File: config.mk
export PLATFORM = sky130hd
export DESIGN_NAME = ppc_pin_ctrl
export DESIGN_NICKNAME = d
export VERILOG_FILES = /design/src/design/ppc_pkg.sv /design/src/design/ppc_pin_ctrl.sv
export VERILOG_INCLUDE_DIRS = /design/src /design/src/design
export SDC_FILE = /design/constraint.sdc
export NUM_CORES = 1
export LEC_CHECK = 0
export BUFFER_PORTS_ARGS = -buffer_cell sky130_fd_sc_hd__buf_4
export CELL_PAD_IN_SITES_DETAIL_PLACEMENT = 0
export CELL_PAD_IN_SITES_GLOBAL_PLACEMENT = 2
export CORE_UTILIZATION = 29
export DETAILED_ROUTE_END_ITERATION = 7
export PLACE_DENSITY = 0.85
export SKIP_CTS_REPAIR_TIMING = 1
export SLEW_MARGIN = 0
export SYNTH_ARGS = -nofsm -noshare
export SYNTH_HDL_FRONTEND = slang
export SYNTH_SLANG_ARGS = --single-unit
export TNS_END_PERCENT = 10
File: constraint.sdc
create_clock -name i_clk_sys -period 2.1 [get_ports i_clk_sys]
set_clock_uncertainty 0.2 [all_clocks]
set_input_delay 0.21 -clock i_clk_sys [delete_from_list [all_inputs] [get_ports i_clk_sys]]
set_output_delay 0.21 -clock i_clk_sys [all_outputs]
set_load 0.02 [all_outputs]
File: src/design/ppc_regs.svh
`ifndef PPC_REGS_SVH
`define PPC_REGS_SVH

// register offsets
`define PPC_PULLUP_OFS 4'h0
`define PPC_SLEW_OFS 4'h1
`define PPC_DRIVE_OFS 4'h2
`define PPC_OPTIONS_OFS 4'h3
`define PPC_STATUS_OFS 4'h4

// field positions in system_options_one
`define PPC_OPT_DBG_BIT 0
`define PPC_OPT_RST_BIT 1

// field positions in the status register
`define PPC_STA_DBG_BIT 0
`define PPC_STA_BG_BIT 1
`define PPC_STA_RST_BIT 2

// reset values
`define PPC_PULLUP_RST 6'h00
`define PPC_SLEW_RST 6'h10
`define PPC_DRIVE_RST 6'h00

// pin numbers with special roles
`define PPC_DBG_PIN 4
`define PPC_RST_PIN 5

// debug wire bit time in debug clock cycles
`define PPC_DBG_BIT_CYCLES 16

`endif

File: src/design/ppc_pkg.sv
package ppc_pkg;

    typedef enum logic [1:0] {
        PPC_P5_GPIO,
        PPC_P5_TIMER,
        PPC_P5_IRQ,
        PPC_P5_RESET
    } ppc_p5_role_t;

    typedef struct packed {
        logic [5:0] pe;
        logic [5:0] se;
        logic [5:0] ds;
        logic dbg_en;
        logic rst_en;
        logic bg;
        logic kind_por;
        logic kind_dbg;
        logic rst_d;
        logic [5:0] s1;
        logic [5:0] s2;
        logic [5:0] pin_in;
        logic [5:0] oe;
        logic [5:0] dout;
        logic [5:0] pu;
        logic [5:0] pd;
        logic [5:0] sl;
        logic [5:0] hd;
        logic [3:0] ana_a;
        logic [3:0] ana_b;
        logic dbg_rx;
        logic irq_in;
        logic rst_pin_b;
        ppc_p5_role_t p5_role;
        logic [7:0] rdata;
    } ppc_state_t;

endpackage

File: src/design/ppc_pin_ctrl.sv
`timescale 1ns/1ns
`include "ppc_regs.svh"
// Summary of operation
// - during power-on or debug force reset the debug pin is a mode-select input
// - after any reset the debug pin takes its debug communication role
// - debug pin enable set turns the debug pin pullup on
// - every reset sets debug pin enable; software clears it for other uses
// - mode pin high at power-on or debug force reset release gives run mode, low gives background mode
// - a debug bit time lasts 16 debug clock cycles
// - the debug wire is pseudo open-drain with short driven-high speedup pulses
// - output pins get selectable drive strength and slew limiting
// - after reset non-output-only pins are inputs with pullups off, except pin five in its reset role
// - after reset output-only pin is off, low drive, slew limited
// - pad control bits are independent of port data and direction
// - pullup only when enabled and pin not driven as output, except debug pin with debug enable set and pin five as reset
// - analog control forces the pullup off
// - rising-edge keypad or irq detection turns the pullup into a pulldown
// - slew limiting is per pin and ignored while the pin is an input
// - drive bit set selects high drive, clear selects low drive
// - each shared pin goes to its highest-priority enabled function
// - both analog modules sharing a pin both get connected
// - reset pin enable makes pin five the reset input until power-on reset
module ppc_pin_ctrl (
    input wire logic i_clk_sys,
    input wire logic i_rst_b,
    input wire logic i_por,
    input wire logic i_force_rst,
    input wire logic [3:0] i_addr,
    input wire logic [7:0] i_wdata,
    input wire logic i_wr,
    input wire logic i_rd,
    input wire logic [5:0] i_pad_di,
    input wire logic [5:0] i_port_dir,
    input wire logic [5:0] i_port_do,
    input wire logic [3:0] i_kbi_en,
    input wire logic [3:0] i_kbi_rise,
    input wire logic [1:0] i_tpm1_oe,
    input wire logic [1:0] i_tpm1_do,
    input wire logic [1:0] i_tclk_en,
    input wire logic [3:0] i_ana_a_en,
    input wire logic [3:0] i_ana_b_en,
    input wire logic i_tpm2_oe,
    input wire logic i_tpm2_do,
    input wire logic i_tpm2_ic_en,
    input wire logic i_irq_en,
    input wire logic i_irq_rise,
    input wire logic i_bdc_oe,
    input wire logic i_bdc_do,
    output logic [7:0] o_rdata,
    output logic [5:0] o_pad_oe,
    output logic [5:0] o_pad_do,
    output logic [5:0] o_pad_pu,
    output logic [5:0] o_pad_pd,
    output logic [5:0] o_pad_slew,
    output logic [5:0] o_pad_hd,
    output logic [5:0] o_pin_in,
    output logic [3:0] o_ana_a_conn,
    output logic [3:0] o_ana_b_conn,
    output logic o_dbg_rx,
    output logic o_dbg_role,
    output logic o_mode_bg,
    output logic o_irq_in,
    output logic o_rst_pin_b,
    output ppc_pkg::ppc_p5_role_t o_p5_role
);
    import ppc_pkg::*;

    ppc_state_t s;
    ppc_state_t n;

    logic act;
    logic an;
    logic kb;
    logic rise;
    logic pull;
    logic [3:0] tmr_oe;
    logic [3:0] tmr_do;
    logic [3:0] tmr_in;

    always_comb begin
        n = s;
        act = i_rst_b;
        an = 1'b0;
        kb = 1'b0;
        rise = 1'b0;
        pull = 1'b0;
        tmr_oe = {2'b00, i_tpm1_oe};
        tmr_do = {2'b00, i_tpm1_do};
        tmr_in = {i_tclk_en, 2'b00};
        // pins are foreign to the bus clock, so two stages before use
        n.s1 = i_pad_di;
        n.s2 = s.s1;
        n.pin_in = s.s2;
        n.rst_d = i_rst_b;
        n.rdata = 8'h00;
        if (!i_rst_b) begin
            n.pe = `PPC_PULLUP_RST;
            n.se = `PPC_SLEW_RST;
            n.ds = `PPC_DRIVE_RST;
            n.dbg_en = 1'b1;
            n.kind_por = s.kind_por | i_por;
            n.kind_dbg = s.kind_dbg | i_force_rst;
            if (i_por) begin
                n.rst_en = 1'b0;
                n.bg = 1'b0;
            end
        end else begin
            // release edge: latch the mode pin only after the reset kinds that sample it
            if (!s.rst_d && (s.kind_por || s.kind_dbg)) begin
                n.bg = ~s.s2[`PPC_DBG_PIN];
                // a power-on into background mode hands pin five to reset
                if (s.kind_por && !s.s2[`PPC_DBG_PIN]) begin
                    n.rst_en = 1'b1;
                end
                n.kind_por = 1'b0;
                n.kind_dbg = 1'b0;
            end
            if (i_wr) begin
                case (i_addr)
                    `PPC_PULLUP_OFS: n.pe = i_wdata[5:0];
                    `PPC_SLEW_OFS: n.se = i_wdata[5:0];
                    `PPC_DRIVE_OFS: n.ds = i_wdata[5:0];
                    `PPC_OPTIONS_OFS: begin
                        n.dbg_en = i_wdata[`PPC_OPT_DBG_BIT];
                        // write-once: only power-on reset gives the pin back
                        if (i_wdata[`PPC_OPT_RST_BIT]) begin
                            n.rst_en = 1'b1;
                        end
                    end
                    default: ;
                endcase
            end
            if (i_rd) begin
                case (i_addr)
                    `PPC_PULLUP_OFS: n.rdata = {2'b00, s.pe};
                    `PPC_SLEW_OFS: n.rdata = {2'b00, s.se};
                    `PPC_DRIVE_OFS: n.rdata = {2'b00, s.ds};
                    `PPC_OPTIONS_OFS: n.rdata = {6'h00, s.rst_en, s.dbg_en};
                    `PPC_STATUS_OFS: n.rdata = {5'h00, s.rst_en, s.bg, s.dbg_en};
                    default: n.rdata = 8'h00;
                endcase
            end
        end

        // pins 0..3: analog > timer > keypad > port
        for (int i = 0; i < 4; i++) begin
            an = act & (i_ana_a_en[i] | i_ana_b_en[i]);
            kb = act & i_kbi_en[i];
            n.oe[i] = ~an & act & (tmr_oe[i] | (~tmr_in[i] & ~kb & i_port_dir[i]));
            n.dout[i] = tmr_oe[i] ? tmr_do[i] : i_port_do[i];
            rise = kb & i_kbi_rise[i];
            pull = n.pe[i] & ~n.oe[i] & ~an;
            n.pu[i] = pull & ~rise;
            n.pd[i] = pull & rise;
        end
        n.ana_a = act ? i_ana_a_en : 4'h0;
        n.ana_b = act ? i_ana_b_en : 4'h0;

        // pin 4: debug > timer output > output-only port
        if (!act) begin
            n.oe[`PPC_DBG_PIN] = 1'b0;
            n.dout[`PPC_DBG_PIN] = 1'b0;
        end else if (n.dbg_en) begin
            // the controller drives low and brief high speedup pulses itself
            n.oe[`PPC_DBG_PIN] = i_bdc_oe;
            n.dout[`PPC_DBG_PIN] = i_bdc_do;
        end else if (i_tpm2_oe) begin
            n.oe[`PPC_DBG_PIN] = 1'b1;
            n.dout[`PPC_DBG_PIN] = i_tpm2_do;
        end else begin
            n.oe[`PPC_DBG_PIN] = i_port_dir[`PPC_DBG_PIN];
            n.dout[`PPC_DBG_PIN] = i_port_do[`PPC_DBG_PIN];
        end
        n.pu[`PPC_DBG_PIN] = n.dbg_en | (n.pe[`PPC_DBG_PIN] & ~n.oe[`PPC_DBG_PIN]);
        n.pd[`PPC_DBG_PIN] = 1'b0;
        n.dbg_rx = n.dbg_en & s.s2[`PPC_DBG_PIN];

        // pin 5 is input only: reset > irq > timer capture > port
        n.oe[`PPC_RST_PIN] = 1'b0;
        n.dout[`PPC_RST_PIN] = 1'b0;
        if (n.rst_en) begin
            n.p5_role = PPC_P5_RESET;
        end else if (act && i_irq_en) begin
            n.p5_role = PPC_P5_IRQ;
        end else if (act && i_tpm2_ic_en) begin
            n.p5_role = PPC_P5_TIMER;
        end else begin
            n.p5_role = PPC_P5_GPIO;
        end
        rise = (n.p5_role == PPC_P5_IRQ) & i_irq_rise;
        n.pu[`PPC_RST_PIN] = (n.p5_role == PPC_P5_RESET) | (n.pe[`PPC_RST_PIN] & ~rise);
        n.pd[`PPC_RST_PIN] = (n.p5_role != PPC_P5_RESET) & n.pe[`PPC_RST_PIN] & rise;
        n.irq_in = (n.p5_role == PPC_P5_IRQ) & s.s2[`PPC_RST_PIN];
        n.rst_pin_b = (n.p5_role != PPC_P5_RESET) | s.s2[`PPC_RST_PIN];

        // pad settings only reach a pin that is actually driving
        n.sl = n.se & n.oe;
        n.hd = n.ds & n.oe;
    end

    always_ff @(posedge i_clk_sys) begin
        s <= n;
    end

    assign o_rdata = s.rdata;
    assign o_pad_oe = s.oe;
    assign o_pad_do = s.dout;
    assign o_pad_pu = s.pu;
    assign o_pad_pd = s.pd;
    assign o_pad_slew = s.sl;
    assign o_pad_hd = s.hd;
    assign o_pin_in = s.pin_in;
    assign o_ana_a_conn = s.ana_a;
    assign o_ana_b_conn = s.ana_b;
    assign o_dbg_rx = s.dbg_rx;
    assign o_dbg_role = s.dbg_en;
    assign o_mode_bg = s.bg;
    assign o_irq_in = s.irq_in;
    assign o_rst_pin_b = s.rst_pin_b;
    assign o_p5_role = s.p5_role;
endmodule

==> summary.md <==
| Metric | Value |
|---|---|
| DRT antenna net count | `0` |
| Setup TNS | `0 ps` |
| Crit path arrival time | `1890 ps` |
| Worst Hold Class | `primary input to register` |
| FF-to-FF setup slack | `300 ps` |
| Synth-to-Final Area Change | `37.1%` |
| CP endpoint kind | `register` |
| P per Cell Area | `809 mW/mm²` |
| # fillers | `1143` |
| Clk slew on worst S/H paths | `70 ps` |
| CP Buf/Inv Count | `0` |
| Die area | `0.0123 mm²` |
| Critical path's top delay family | `simple AND/OR/NAND/NOR gates` |
| Top Ports | `130` |
| CP most frequent cell | `and3_1` |
| DRC | `0` |
| Number of synthesis warnings | `0` |
| Crit Path Class | `register to register` |
| Area after DPL | `0.00406 mm²` |
| Status | `finished, violations left` |
| Ant. Diodes | `0` |
| Core area | `0.0115 mm²` |
| Fmax | `555 MHz` |
| Final hold vios | `7` |
| Clk_lat worst skew | `340 ps` |
| Post-Synthesis Cells | `329` |
| Seq/Total Area, Yosys | `54.5%` |
| Global-route wire length before repair | `11700 µm` |
| CP Data Required Time | `2190 ps` |
| Leak | `2.21 nW` |
| Nets@finish | `500` |
| Violated checks | `hold timing` |
| Prevailing post-synth register cell | `dfxtp_1` |
| Drt total wl | `7610 µm` |
| Die Width | `111 µm` |
| Unrepaired setup endpoints after global routing | `false` |
| All-Layer GR Usage | `12.4%` |
| Post-synth EDFFs | `3` |
| Maximum fanout along the worst path | `4` |
| Root buf cell | `clkbuf_16` |
| Fraction of registers with async set/reset | `0%` |
| Rel. slew slack | `60.0%` |
| Vias in the first global route | `2304` |
| Minimum clock period | `1800 ps` |
| Synthesized flop and latch total | `92` |
| Synth unique cells | `43` |
| Largest net degree at the start of global routing | `28` |
| Via-per-instance ratio | `4.24` |
| Avg Cell Area, Syn | `10.4 µm²` |
| Post-layout util | `41.1%` |
| Final setup margin | `299 ps` |
| Num Clock Sinks | `92` |
| Crit-path max cell delay | `530 ps` |
| Die extent in y | `111 µm` |
| Total grt overflow | `0` |
| Rows | `39` |
| PortBufs | `118` |
| CTS Buf Count | `9` |
| Maximum clock path buffer count | `2` |
| Post-detail-place hpwl | `5530 µm` |
| Worst path slowest cell | `a311oi_1` |
| Initial antenna violation count | `0` |
| TritonCTS clock tree | `yes` |
| CP startpoint kind | `register` |
| CP cell instances | `nor3b_1, a311oi_1, and3_1, and3_1` |
| Post-Layout Inst Area | `0.00471 mm²` |
| Worst slew pin tran | `596 ps` |
| Worst hold slack | `-47.5 ps` |
| Final setup vio count | `0` |
| Fin crit share | `85.8%` |
| Starting Density | `30.0%` |
| Max cap viols | `0` |
| DR vias | `2470` |
| Synthesized cell area | `0.00344 mm²` |
| Worst slack, placed | `238 ps` |
| Max IR drop VDD | `581 µV` |
| Routability cong. | `0.726` |
| Pre-antenna DRT Iters | `4` |
| Drt wl/cell | `13.0 µm` |
| Initial DRC Count | `96` |
| Layout cell share with drive strength beyond 1 | `33.6%` |
| Slew Limit Fails | `0` |
| H-Tree Level Count | `3` |
==> metrics by stage <==
stage	power (mW)	cells
global route	3.98	583
global placement	2.23	531
detailed placement	2.23	531
finish	3.81	583
CTS	3.82	547
floorplan	2.10	335
==> synthesized netlist by cell type (all sizes together), types with 4 or more instances <==
library cell | n | area, µm²
dfxtp | 89 | 1780
buf | 65 | 482
nor2 | 36 | 135
mux2i | 25 | 250
nand2 | 13 | 51.3
and2 | 11 | 68.8
inv | 9 | 33.8
a21oi | 8 | 40.0
nor3 | 7 | 35.0
and3 | 6 | 37.5
nand3 | 6 | 30.0
clkbuf | 5 | 18.8
nor3b | 4 | 41.3
nor4 | 4 | 25.0
or3 | 4 | 25.0
==> placed cells by master (no fill, tap or decap), types with 2 or more instances in the layout <==
master / netlist / layout
conb_1: 1 / 7
and3_1: 6 / 6
nor4_1: 4 / 4
a21o_1: 3 / 3
or3_1: 4 / 4
clkbuf_16: 0 / 9
dlygate4sd3_1: 0 / 36
a211oi_1: 2 / 2
nor4b_1: 3 / 3
inv_1: 8 / 8
nor2b_1: 3 / 3
a2bb2oi_1: 2 / 2
buf_4: 60 / 123
mux2i_1: 25 / 25
nand3_1: 6 / 6
nor3_1: 7 / 7
a2111oi_2: 2 / 2
inv_6: 0 / 3
and2_1: 11 / 11
nor2_1: 36 / 36
edfxtp_1: 3 / 3
a21oi_1: 8 / 8
mux2_2: 2 / 2
nor3b_1: 3 / 3
nand2_1: 12 / 12
nand3b_1: 2 / 2
o21ai_0: 2 / 2
inv_8: 0 / 2
dfxtp_1: 89 / 89
==> sequential cells by signal (all words and copies together), names as in the netlist, 6 cells and up <==
name / cells
n: 12
o_pad_pu: 6
o_pin_in: 6
o_rdata: 6
s: 22
==> power breakdown <==
part           switching (mW)  internal, mW
sequential             0.0234          1.82
clock                   0.733         0.834
combinational           0.192         0.216
==> worst register-to-register path, stage by stage (launching register included) <==
cell and delay (ps):
edfxtp_1 420, nor3b_1 170, a311oi_1 530, and3_1 280, and3_1 150
==> final cells by class <==
cell class / instances / area [µm²] / share of cell area [%]
inverters: 9 / 33.8 / 0.717
clock buffers: 9 / 225 / 4.78
repair buffers: 159 / 1280 / 27.3
well taps: 143 / 179 / 3.80
multi-input cells: 164 / 1050 / 22.3
flip-flops and latches: 92 / 1870 / 39.7
clock inverters: 7 / 65.1 / 1.38
==> kinds of logic after synthesis <==
logic type,after synthesis,synth area share (%)
compound gates,28,6.05
buf+inv,79,15.5
flops,92,54.5
mux,28,8.59
other cells,1,0.109
simple gates,101,15.2
==> layer usage <==
| layer | share of wire, % | global-route usage (%) | vias to the layer above |
|---|---|---|---|
| met1 | 45 | 15.1 | 1125 |
| met2 | 45 | 19.1 | 84 |
| met3 | 8.0 | 6.12 | 8 |
| met4 | 1.4 | 3.82 | 0 |
| li1 | - | - | 1253 |
| met5 | 0 | 0 | - |
==> path summary, 6_finish.rpt <==
kind         startpoint           to  cells past startpoint
max               s[77]  o_pad_pd[5]                      4
min          i_wdata[2]        s[89]                      3
max reg2reg       s[77]  o_pad_pd[5]                      4
min reg2reg       n[59]  o_pin_in[2]                      0
No activity file was read; power rests on OpenSTA's default activity.
